`src/logic/rcf_pkg.sv`:
```
// Behaviour
// - Selectable bucks use primary code when select pin low, alternate when high.
// - All bucks start at their default level code after reset.
// - Host write to the currently selected level register updates that regulator.
// - Level code bits [5:3] pick coarse range, [2:0] pick step; 0.600 to 3.900 V.
// - Each regulator is enabled or disabled by its host-written on bit.
// - Buck power-good bit reads 0 while output is below threshold, nominally 7%.
// - Linear power-good bit reads 0 while output is below threshold, nominally 11%.
// - With fault unmask set, a regulator dropping below threshold raises the interrupt.
// - Interrupt stays low until regulator off or good again and power-good read.
// - Linear output discharges on disable only when its discharge bit is 1.
// - Serial slave at 7-bit address 1011010, up to fast mode; outside this block.
package rcf_pkg;
	localparam int NUM_BUCK      = 4;
	localparam int NUM_LDO       = 8;
	localparam int NUM_REG       = NUM_BUCK + NUM_LDO;
	localparam int CODE_W        = 6;
	localparam int ADDR_W        = 6;
	localparam int COARSE_MSB    = 5;
	localparam int COARSE_LSB    = 3;
	localparam int STEP_MSB      = 2;
	localparam int STEP_LSB      = 0;
	localparam int BUCK_GOOD_PCT = 7;
	localparam int LDO_GOOD_PCT  = 11;
	// Millivolt table, index is coarse range; step size per range
	localparam logic [11:0] RANGE_BASE_MV [8] = '{12'd600, 12'd800, 12'd1000, 12'd1200,
		12'd1600, 12'd2000, 12'd2400, 12'd3200};
	localparam logic [7:0] RANGE_STEP_MV [8] = '{8'd25, 8'd25, 8'd25, 8'd50,
		8'd50, 8'd50, 8'd100, 8'd100};
	// Register word offsets (byte address = 4 * index)
	localparam logic [ADDR_W-1:0] OFS_PRIMARY  = 6'h00; // +r, r = 0..3
	localparam logic [ADDR_W-1:0] OFS_ALT      = 6'h04; // +r
	localparam logic [ADDR_W-1:0] OFS_LINEAR   = 6'h08; // +l, l = 0..7
	localparam logic [ADDR_W-1:0] OFS_ON       = 6'h10;
	localparam logic [ADDR_W-1:0] OFS_UNMASK   = 6'h11;
	localparam logic [ADDR_W-1:0] OFS_DISCH    = 6'h12;
	localparam logic [ADDR_W-1:0] OFS_GOOD     = 6'h13;
	localparam logic [ADDR_W-1:0] OFS_STATUS   = 6'h14;
	localparam logic [ADDR_W-1:0] OFS_IRQ_EN   = 6'h15;
	localparam logic [ADDR_W-1:0] OFS_IRQ_CLR  = 6'h16;
	localparam logic [ADDR_W-1:0] OFS_SELECT   = 6'h17;
	localparam logic [ADDR_W-1:0] OFS_MV_BASE  = 6'h18; // +r, active level in mV
	localparam logic [CODE_W-1:0] RST_LEVEL    = 6'h18;
	localparam logic [NUM_REG-1:0] RST_ON      = 12'hfff;
	localparam logic [31:0] UNMAPPED_DATA      = 32'h00000000;
	localparam logic [1:0]  EV_W               = 2'd2;
endpackage

```
`src/logic/rcf_level_decode.sv`:
```
module rcf_level_decode
	import rcf_pkg::*;
(
	input  wire logic [CODE_W-1:0] levelCode,
	output logic      [11:0]       levelMv
);
	logic [2:0]  coarse;
	logic [2:0]  step;
	logic [11:0] stepMv;
	always_comb begin
		coarse  = levelCode[COARSE_MSB:COARSE_LSB];
		step    = levelCode[STEP_MSB:STEP_LSB];
		stepMv  = 12'(RANGE_STEP_MV[coarse]) * 12'(step);
		levelMv = RANGE_BASE_MV[coarse] + stepMv;
	end
endmodule

```
`src/logic/rcf_top.sv`:
```
module rcf_top
	import rcf_pkg::*;
#(
	parameter logic [CODE_W-1:0] DEF_LEVEL = RST_LEVEL
)(
	input  wire logic                        sys_clk,
	input  wire logic                        reset,
	input  wire logic [ADDR_W-1:0]           avs_address,
	input  wire logic                        avs_read,
	input  wire logic                        avs_write,
	input  wire logic [31:0]                 avs_writedata,
	input  wire logic [3:0]                  avs_byteenable,
	output logic      [31:0]                 avs_readdata,
	output logic                             avs_waitrequest,
	input  wire logic [NUM_BUCK-1:0]         level_select_pin,
	input  wire logic [rcf_pkg::NUM_REG-1:0] belowGoodRaw,
	output logic      [NUM_BUCK-1:0][CODE_W-1:0] activeLevelCode,
	output logic      [NUM_LDO-1:0][CODE_W-1:0]  linear_level_code,
	output logic      [rcf_pkg::NUM_REG-1:0] regulatorOn,
	output logic      [NUM_LDO-1:0]          dischargeOn,
	output logic                             irq_out_n,
	output logic                             irq
);
	import rcf_pkg::*;

	// Pins from analog comparators and board straps are asynchronous
	logic [NUM_BUCK-1:0] selMeta_q, selSync_q;
	logic [NUM_REG-1:0]  lowMeta_q, lowSync_q;

	logic [NUM_BUCK-1:0][CODE_W-1:0] primary_level_code_q, primary_level_code_d;
	logic [NUM_BUCK-1:0][CODE_W-1:0] alternate_level_code_q, alternate_level_code_d;
	logic [NUM_LDO-1:0][CODE_W-1:0]  linCode_q, linCode_d;
	logic [NUM_REG-1:0] on_q, on_d;
	logic [NUM_REG-1:0] fault_irq_unmask_q, fault_irq_unmask_d;
	logic [NUM_LDO-1:0] output_discharge_bit_q, output_discharge_bit_d;
	logic [NUM_REG-1:0] faultHeld_q, faultHeld_d;
	logic [NUM_REG-1:0] goodReadSeen_q, goodReadSeen_d;
	logic [1:0]         status_q, status_d;
	logic [1:0]         irqEn_q, irqEn_d;
	logic [31:0]        rdata_q, rdata_d;
	logic               ack_q, ack_d;
	logic [NUM_BUCK-1:0][11:0] levelMv;

	logic [NUM_REG-1:0] goodNow;
	logic [NUM_REG-1:0] okBits;
	logic [NUM_REG-1:0] faultRise;
	logic [NUM_REG-1:0] lowPrev_q;
	logic               wrEn, rdEn, goodRead;
	logic [1:0]         evt;

	always_ff @(posedge sys_clk or posedge reset) begin
		if (reset) begin
			selMeta_q <= '0;
			selSync_q <= '0;
			lowMeta_q <= '0;
			lowSync_q <= '0;
			lowPrev_q <= '0;
		end else begin
			selMeta_q <= level_select_pin;
			selSync_q <= selMeta_q;
			lowMeta_q <= belowGoodRaw;
			lowSync_q <= lowMeta_q;
			lowPrev_q <= lowSync_q & on_q;
		end
	end

	// One wait state per access: ack rises the cycle after the request
	// Writes land on the accepting edge, one after the wait state ends; reads look up one cycle early
	// Serial slave front end sits outside and drives this bus
	assign wrEn            = avs_write & ack_q;
	assign rdEn            = avs_read & ~ack_q;
	assign avs_waitrequest = (avs_read | avs_write) & ~ack_q;
	assign avs_readdata    = rdata_q;
	assign goodRead        = rdEn & (avs_address == OFS_GOOD);

	// Readable bits follow the comparator; an off output sits below threshold too
	assign okBits    = ~lowSync_q;
	// Release condition: switched off or back in regulation
	assign goodNow   = okBits | ~on_q;
	assign faultRise = lowSync_q & on_q & ~lowPrev_q;

	always_comb begin
		primary_level_code_d   = primary_level_code_q;
		alternate_level_code_d = alternate_level_code_q;
		linCode_d              = linCode_q;
		on_d                   = on_q;
		fault_irq_unmask_d     = fault_irq_unmask_q;
		output_discharge_bit_d = output_discharge_bit_q;
		irqEn_d                = irqEn_q;
		status_d               = status_q;
		ack_d                  = (avs_read | avs_write) & ~ack_q;
		rdata_d                = rdata_q;
		if (wrEn && avs_byteenable[0]) begin
			for (int r = 0; r < NUM_BUCK; r++) begin
				// Host writes whichever bank the pin currently selects
				if (avs_address == OFS_PRIMARY + ADDR_W'(r) && !selSync_q[r])
					primary_level_code_d[r] = avs_writedata[CODE_W-1:0];
				if (avs_address == OFS_ALT + ADDR_W'(r) && selSync_q[r])
					alternate_level_code_d[r] = avs_writedata[CODE_W-1:0];
			end
			for (int l = 0; l < NUM_LDO; l++) begin
				if (avs_address == OFS_LINEAR + ADDR_W'(l))
					linCode_d[l] = avs_writedata[CODE_W-1:0];
			end
			if (avs_address == OFS_DISCH)
				output_discharge_bit_d = avs_writedata[NUM_LDO-1:0];
			if (avs_address == OFS_IRQ_EN)
				irqEn_d = avs_writedata[1:0];
		end
		if (wrEn && avs_byteenable[1:0] == 2'b11) begin
			if (avs_address == OFS_ON)
				on_d = avs_writedata[NUM_REG-1:0];
			if (avs_address == OFS_UNMASK)
				fault_irq_unmask_d = avs_writedata[NUM_REG-1:0];
		end
		// Status: bit0 an unmasked fault began, bit1 a fault pending was cleared
		if (wrEn && avs_address == OFS_IRQ_CLR && avs_byteenable[0])
			status_d = status_q & ~avs_writedata[1:0];
		status_d = status_d | evt; // set wins over clear
		if (rdEn) begin
			rdata_d = UNMAPPED_DATA;
			for (int r = 0; r < NUM_BUCK; r++) begin
				if (avs_address == OFS_PRIMARY + ADDR_W'(r))
					rdata_d = 32'(primary_level_code_q[r]);
				if (avs_address == OFS_ALT + ADDR_W'(r))
					rdata_d = 32'(alternate_level_code_q[r]);
				if (avs_address == OFS_MV_BASE + ADDR_W'(r))
					rdata_d = 32'(levelMv[r]);
			end
			for (int l = 0; l < NUM_LDO; l++) begin
				if (avs_address == OFS_LINEAR + ADDR_W'(l))
					rdata_d = 32'(linCode_q[l]);
			end
			case (avs_address)
				OFS_ON:      rdata_d = 32'(on_q);
				OFS_UNMASK:  rdata_d = 32'(fault_irq_unmask_q);
				OFS_DISCH:   rdata_d = 32'(output_discharge_bit_q);
				OFS_GOOD:    rdata_d = 32'(okBits);
				OFS_STATUS:  rdata_d = 32'(status_q);
				OFS_IRQ_EN:  rdata_d = 32'(irqEn_q);
				OFS_SELECT:  rdata_d = 32'(selSync_q);
				default:     rdata_d = rdata_d;
			endcase
		end
	end

	// Fault latch: set by unmasked drop, held until recovered/off and good bits read
	always_comb begin
		faultHeld_d    = faultHeld_q;
		goodReadSeen_d = goodReadSeen_q;
		for (int i = 0; i < NUM_REG; i++) begin
			if (faultHeld_q[i] && goodRead)
				goodReadSeen_d[i] = 1'b1;
			if (faultHeld_q[i] && goodReadSeen_d[i] && goodNow[i]) begin
				faultHeld_d[i]    = 1'b0;
				goodReadSeen_d[i] = 1'b0;
			end
			if (fault_irq_unmask_q[i] && faultRise[i]) begin
				faultHeld_d[i]    = 1'b1;
				goodReadSeen_d[i] = 1'b0;
			end
		end
	end
	assign evt = {|(faultHeld_q & ~faultHeld_d), |(fault_irq_unmask_q & faultRise)};

	always_ff @(posedge sys_clk or posedge reset) begin
		if (reset) begin
			primary_level_code_q   <= {NUM_BUCK{DEF_LEVEL}};
			alternate_level_code_q <= {NUM_BUCK{DEF_LEVEL}};
			linCode_q              <= {NUM_LDO{DEF_LEVEL}};
			on_q                   <= RST_ON;
			fault_irq_unmask_q     <= '0;
			output_discharge_bit_q <= '0;
			faultHeld_q            <= '0;
			goodReadSeen_q         <= '0;
			status_q               <= '0;
			irqEn_q                <= '0;
			rdata_q                <= '0;
			ack_q                  <= 1'b0;
		end else begin
			primary_level_code_q   <= primary_level_code_d;
			alternate_level_code_q <= alternate_level_code_d;
			linCode_q              <= linCode_d;
			on_q                   <= on_d;
			fault_irq_unmask_q     <= fault_irq_unmask_d;
			output_discharge_bit_q <= output_discharge_bit_d;
			faultHeld_q            <= faultHeld_d;
			goodReadSeen_q         <= goodReadSeen_d;
			status_q               <= status_d;
			irqEn_q                <= irqEn_d;
			rdata_q                <= rdata_d;
			ack_q                  <= ack_d;
		end
	end

	always_comb begin
		for (int r = 0; r < NUM_BUCK; r++)
			activeLevelCode[r] = selSync_q[r] ? alternate_level_code_q[r]
				: primary_level_code_q[r];
	end
	assign linear_level_code = linCode_q;
	assign regulatorOn       = on_q;
	// Discharge only applies while the LDO is off
	assign dischargeOn       = output_discharge_bit_q & ~on_q[NUM_REG-1:NUM_BUCK];
	assign irq_out_n         = ~(|faultHeld_q);
	assign irq               = |(status_q & irqEn_q);

	genvar g;
	generate
		for (g = 0; g < NUM_BUCK; g++) begin : g_dec
			rcf_level_decode u_dec (
				.levelCode (activeLevelCode[g]),
				.levelMv   (levelMv[g])
			);
		end
	endgenerate
endmodule

```
`config.mk`:
```
export PLATFORM = sky130hd
export DESIGN_NAME = rcf_top
export DESIGN_NICKNAME = d
export VERILOG_FILES = /design/src/logic/rcf_pkg.sv /design/src/logic/rcf_level_decode.sv /design/src/logic/rcf_top.sv
export SDC_FILE = /design/constraint.sdc
export NUM_CORES = 1
export LEC_CHECK = 0
export BUFFER_PORTS_ARGS = -buffer_cell sky130_fd_sc_hd__buf_2
export CORE_MARGIN = 1.5
export CORE_UTILIZATION = 63
export CTS_CLUSTER_SIZE = 16
export DETAILED_ROUTE_END_ITERATION = 16
export GPL_TIMING_DRIVEN = 0
export PLACE_DENSITY = 0.86
export SYNTH_ARGS = -nofsm -noshare
export SYNTH_HDL_FRONTEND = slang
export SYNTH_SLANG_ARGS = --single-unit
```
`constraint.sdc`:
```
create_clock -name sys_clk -period 15.2 [get_ports sys_clk]
set_input_delay 0.76 -clock sys_clk [delete_from_list [all_inputs] [get_ports sys_clk]]
set_output_delay 0.76 -clock sys_clk [all_outputs]
set_load 0.01 [all_outputs]
```
## Word-level counts from Yosys, hierarchy flattened

Memory sizes are Yosys's and may differ from the RTL's.
Index checks and enable logic that the tools add are counted.

- Flip-flop bits (word level): 233
- Word-level logic and storage cells: 295
- Output and inout port bits: 127
- Memory bits (read-only): 640
- Input port bits: 62
- Memories: 8

Memory list:

| name | depth | width | rd ports | clocked after memory_dff | write ports | line | RTL |
|---|---|---|---|---|---|---|---|
| (no name shown) | 8 | 12 | 1 | 0 | 0 | rcf_level_decode.sv:14 | `levelMv = RANGE_BASE_MV[coarse] + stepMv;` |
| (no name shown) | 8 | 12 | 1 | 0 | 0 | rcf_level_decode.sv:14 |  |
| (no name shown) | 8 | 12 | 1 | 0 | 0 | rcf_level_decode.sv:14 |  |
| (no name shown) | 8 | 12 | 1 | 0 | 0 | rcf_level_decode.sv:14 |  |
| (no name shown) | 8 | 8 | 1 | 0 | 0 | rcf_level_decode.sv:13 | `stepMv = 12'(RANGE_STEP_MV[coarse]) * 12'(step);` |
| (no name shown) | 8 | 8 | 1 | 0 | 0 | rcf_level_decode.sv:13 |  |
| +2 memories | - | - | - | - | - | - |  |

- Mux-type cells: 102
- $add $sub $neg: 4
- Bitwise gates (word level): 26
- Reduce and logical (&&, ||, !) cells: 89
- Magnitude comparators: 4
- Equality and inequality tests: 28
- Multiply operators: 4

Operators by type and width:

| kind | count |
|---|---|
| two-way mux 32 bit | 19 |
| one-hot mux 32 bit (7 select lines) | 1 |
| two-way mux 12 bit | 8 |
| == test 6 x 5 -> 1 bit (second input constant) | 12 |
| two-way mux 8 bit | 8 |
| logical AND 1 bit | 60 |
| two-way mux 1 bit | 60 |
| adder 12 x 11 -> 12 bit | 4 |
| AND 12 bit | 4 |
| == test 6 x 4 -> 1 bit (second input constant) | 8 |
| NOT 12 bit | 4 |
| multiplier 8 x 3 -> 11 bit | 4 |
| AND reduction 2 bit | 20 |
| OR reduction 12 bit | 3 |
| two-way mux 6 bit | 5 |
| == test 6 x 3 -> 1 bit (second input constant) | 4 |
| greater-or-equal comparator 4 bit (second input constant) | 4 |
| NOT 3 -> 4 bit | 4 |
| == test 6 x 2 -> 1 bit (second input constant) | 2 |
| bitwise OR 12 bit | 1 |
| AND 8 bit | 1 |
| NOT 8 bit | 1 |
| == test 6 x 1 -> 1 bit (second input constant) | 1 |
| logical NOT 6 bit | 1 |
| 10 further kinds | 18 |

## Depth between registers and ports, before layout

- Word-level depth: 26
- Gate-level depth with buffers: 21
- Gate-level depth less buffers: 19

## Modules after synthesis

A second synthesis with hierarchy kept.

- Cells, all modules: 1359
- Area total of the unflattened synthesis: 14194.9 sq um

Modules (own cells, without submodules):

| module | seq. area each (sq um) | instances | area each (sq um) | cells each |
|---|---|---|---|---|
| rcf_top | 5385.2 | 1 | 10724.0 | 927 |
| rcf_level_decode (g_dec[1].u_dec ...) | 0.0 | 2 | 878.3 | 108 |
| rcf_level_decode (g_dec[2].u_dec) | 0.0 | 1 | 863.3 | 109 |
| rcf_level_decode (g_dec[0].u_dec) | 0.0 | 1 | 850.8 | 107 |

## Worst setup path before layout

OpenSTA, ideal clock, no wires.

- Kind: register -> register
- From: register selSync_q[1]
- To: register rdata_q[9] (netlist: avs_readdata[9])
- Setup time: 130 ps
- Path buffers: 1
- Path slack: 10558 ps
- Clock period less this slack: 4642 ps
- Arrival: 4512 ps
- Data required time: 15070 ps
- Cell stages (with the launch flop): 19
- Cells stage by stage: dfrtp_1 -> buf_2 -> mux2i_1 -> inv_1 -> ha_1 -> nor4bb_1 -> nor2_1 -> fa_1 -> fa_1 -> inv_1 -> ha_1 -> fa_1 -> a211o_1 -> o211ai_1 -> o2bb2ai_1 -> xor2_1 -> o32ai_1 -> a211oi_1 -> o21ai_0

RTL lines:

| item | line | RTL |
|---|---|---|
| from (decl) | rcf_top.sv:27 | `logic [NUM_BUCK-1:0] selMeta_q, selSync_q;` |
| from (signal assigned) | rcf_top.sv:60 | `selSync_q <= selMeta_q;` |
| to (signal assigned) | rcf_top.sv:191 | `rdata_q <= rdata_d;` |
| to (decl) | rcf_top.sv:40 | `logic [31:0] rdata_q, rdata_d;` |

## Worst setup path in the final report

- From: register selSync_q[1]
- To: register rdata_q[5] (netlist: avs_readdata[5])

- Longest elaborated chain between the ends: 23
- Elaborated cells between the ends (all ways): 26
- Those cells by class: add/sub: 1; mul: 1; mux: 21; bitwise: 1; memory: 2

Ends and longest elaborated chain:

| item | line | RTL |
|---|---|---|
| two-way mux 6 bit * | rcf_top.sv:198 | `activeLevelCode[r] = selSync_q[r] ? alternate_level_code_q[r]` |
| NOT 3 -> 4 bit (implied by the code) | rcf_level_decode.sv:13, rcf_level_decode.sv:14 |  |
| memory (8 x 8 bit) | - |  |
| two-way mux 8 bit (implied by the code) (2 in series) | rcf_level_decode.sv:13 |  |
| multiplier 8 x 3 -> 11 bit | rcf_level_decode.sv:13 |  |
| adder 12 x 11 -> 12 bit * | rcf_level_decode.sv:14 |  |
| two-way mux 32 bit * | rcf_top.sv:127 | `if (avs_address == OFS_MV_BASE + ADDR_W'(r))` |
| two-way mux 32 bit * | rcf_top.sv:123 | `if (avs_address == OFS_PRIMARY + ADDR_W'(r))` |
| two-way mux 32 bit * | rcf_top.sv:125 | `if (avs_address == OFS_ALT + ADDR_W'(r))` |
| two-way mux 32 bit * | rcf_top.sv:127 |  |
| two-way mux 32 bit * | rcf_top.sv:123 |  |
| two-way mux 32 bit * | rcf_top.sv:125 |  |
| two-way mux 32 bit * | rcf_top.sv:127 |  |
| two-way mux 32 bit * (8 in series) | rcf_top.sv:131 | `if (avs_address == OFS_LINEAR + ADDR_W'(l))` |
| one-hot mux 32 bit (7 select lines) * | rcf_top.sv:134 | `case (avs_address)` |

Mark *: on every way between the ends. The rest lies on a longest branch, timed or not. The select of a mux whose other input is x is not followed.
A chain may end at the register's enable or synchronous reset.

==> flow_summary.toml <==
[run_status]
status = "finished clean"

[logic_synthesis]
synth_common_cells = "dfrtp_1, mux2_2, inv_1"
post_synth.cell_area_avg_um2 = 10.1
syn_inst = 1357
syn_area_mm2 = 0.0138
async_flop_share = 1.00
ys_seq_elements = 213
ys_warn_count = 0
synth_edf_count = 0
netlist_top_cells_area = "dfrtp_1, mux2_2, dfstp_2"
synth_area_leader_cell = "dfrtp_1"
seq_area_frac_synth = 0.391
synth_top_area_frac = 0.307
synth_most_common_cell = "dfrtp_1"
synthFlopType = "dfrtp_1"
ys_types = 81

[critical_path]
cp.arrival_ps = 6090
cp.required_ps = 15600
timing.rr.start = "selSync_q[1]"
critPathMaxFanout = 10
critPathCaptureType = "flip-flop"
critical_path_class = "flip-flop to flip-flop"
r2r_setup_slack_ps = 9510
critPathLaunchType = "flip-flop"
reg2reg_to = "avs_readdata[5]"
critPathLaunch = "selSync_q[1]"
reg2regPathDepth = 17

[global_route]
grt_overflow_total = 0
grt_pass1_vias = 11700
use_met1 = 0.509
grt_pass1_wl_um = 65700
grt.total_usage = 0.379
grt_max_degree = 135
antenna_found_initial = 1
grt.met2_usage = 0.588
grt_use_met3 = 0.0937
top_usage_layer = "met2"

[floorplan]
coreArea_mm2 = 0.0212
die_w_um = 151
rows = 53
boundaryPins = 189
die_area_mm2 = 0.0227
die-height_um = 151
start_util = 0.649

[clock_tree]
cts_setup_buffers = 0
clockBufferDepth = 3
cts_resized = 0
cts_made_buffers = 23
cts_tree = "yes"
clock-root-buffer = "clkbuf_16"
clkTransAtPathRegs_ps = 70
h-tree-depth = 1
clk_latency_ps = 520
cts_hold_buf = 0
numClockSinks = 213

[power]
powerDensity_mw_per_mm2 = 88.8
leakage_nw = 7.84
power.total_mw = 1.39
ir_drop_mv = 0.131

[route]
ant_nets = 0
wl_per_cell_um = 23.6
avgViaCountPerCell = 6.62
routed_wl_um = 43400
drc_errors = 0
num_vias = 12100
drt_iter0_markers = 1247
firstDrtPassIters = 6

[run]
maxCapViolCount = 0

[layout]
fin_util = 0.737
nets = 1702
syn_to_final_growth_pct = 13.6
drive_gt1_frac = 0.277
final_cell_area_mm2 = 0.0156

[sta]
timing.final.crit_share = 0.374
tightest_slew_ps = 967
rsz0062_at_grt = "no"
setup_violations = 0
fmax_mhz = 176
period_needed_ps = 5690
hold_viol_final = 0
fin_setup_tns_ps = 0
relSlewSlack = 0.350
slew_violations = 0
clock_skew_ps = 19.8
setup_slack_ps = 9510

[place]
dpl.hpwl_um = 31700
pre_cts_slack_ps = 9690
place.gp.congestion = 0.990
portBuffers = 140
dpl_cell_area_mm2 = 0.0149

[hold_path]
hold_path.class = "primary input to async pin"
-- how the worst max path moves through the flow --
stage          slack, ps              end  cells past startpoint
6_report            9510  avs_readdata[5]                     17
3_3_place_gp        6540     selSync_q[3]                      2
3_5_place_dp        9690  avs_readdata[5]                     17
5_1_grt             9190  avs_readdata[5]                     17
2_1_floorplan       8690            ack_q                      1
4_1_cts             9650  avs_readdata[5]                     17
-- registers in the layout, indices dropped and copies added (netlist names), 8 cells and up --
name                    cells
alternate_level_code_q     24
avs_readdata               12
faultHeld_q                12
fault_irq_unmask_q         12
goodReadSeen_q             12
linear_level_code          48
lowMeta_q                  12
lowPrev_q                  12
lowSync_q                  12
output_discharge_bit_q      8
primary_level_code_q       24
regulatorOn                12
-- cell families (layout without fill, tap and decap cells) --
logic type | after synthesis | count (layout) | synth area share
adder cells (fa/ha/maj) | 98 | 98 | 0.115
flip-flops | 213 | 213 | 0.391
other | 1 | 22 | 0.000272
AND/OR/NAND/NOR | 371 | 371 | 0.138
multiplexers | 158 | 158 | 0.129
buffers and inverters | 183 | 365 | 0.0602
XOR/XNOR | 18 | 18 | 0.0115
AO/OA/AOI/OAI | 315 | 315 | 0.154
-- per-layer routing --
metal | part of all wire | routed length [um]
met4 | 0.050 | 2150
met3 | 0.11 | 4760
met1 | 0.38 | 16700
met2 | 0.46 | 19800
met5 | 0 | 0
-- where the power goes --
part	switching, mW	leakage [nW]	internal, mW
Combinational	0.131	4.84	0.0797
Sequential	0.0309	2.66	0.600
Clock	0.239	0.334	0.308
Total	0.401	7.84	0.988
-- cell type report --
class                   instances  area (um^2)
plain buffers                  72          412
well taps                     275          344
fillers                      1506         5590
repair buffers                141          728
inverters                     111          424
diodes                          2         5.00
clock inverters                 8         78.8
multi-input cells             980         7620
clock buffers                  33          633
flip-flops and latches        213         5390
-- cells in the final DEF, fill, tap and decap left out, types with 25 or more instances in the layout --
master	instances
dfstp_2	44
nor2b_1	36
buf_4	25
fa_1	48
inv_1	108
dfrtp_1	169
a21oi_1	71
ha_1	50
nand2_1	102
o21ai_0	60
mux2_2	133
clkbuf_1	26
nor2_1	97
buf_2	160
-- metrics by stage --
step | hold slack [ps] | cells
2_1_floorplan | 331 | 1376
3_3_place_gp | 333 | 1791
3_5_place_dp | 336 | 1792
4_1_cts | 335 | 1833
5_1_grt | 340 | 1833
6_report | 300 | 1835
-- worst max-delay path: stages (launching register included) --
cell and delay [ps]:
dfrtp_1 420, buf_2 330, mux2i_1 520, inv_1 150
ha_1 280, nor4bb_1 290, nor2_1 130, fa_1 460
fa_1 490, inv_1 40, ha_1 220, fa_1 490
xnor2_1 330, nor2_1 70, a2111oi_0 450, o21ai_0 310
a311oi_1 470, o31ai_1 110
Note: power is estimated with default switching activity, not from simulation.
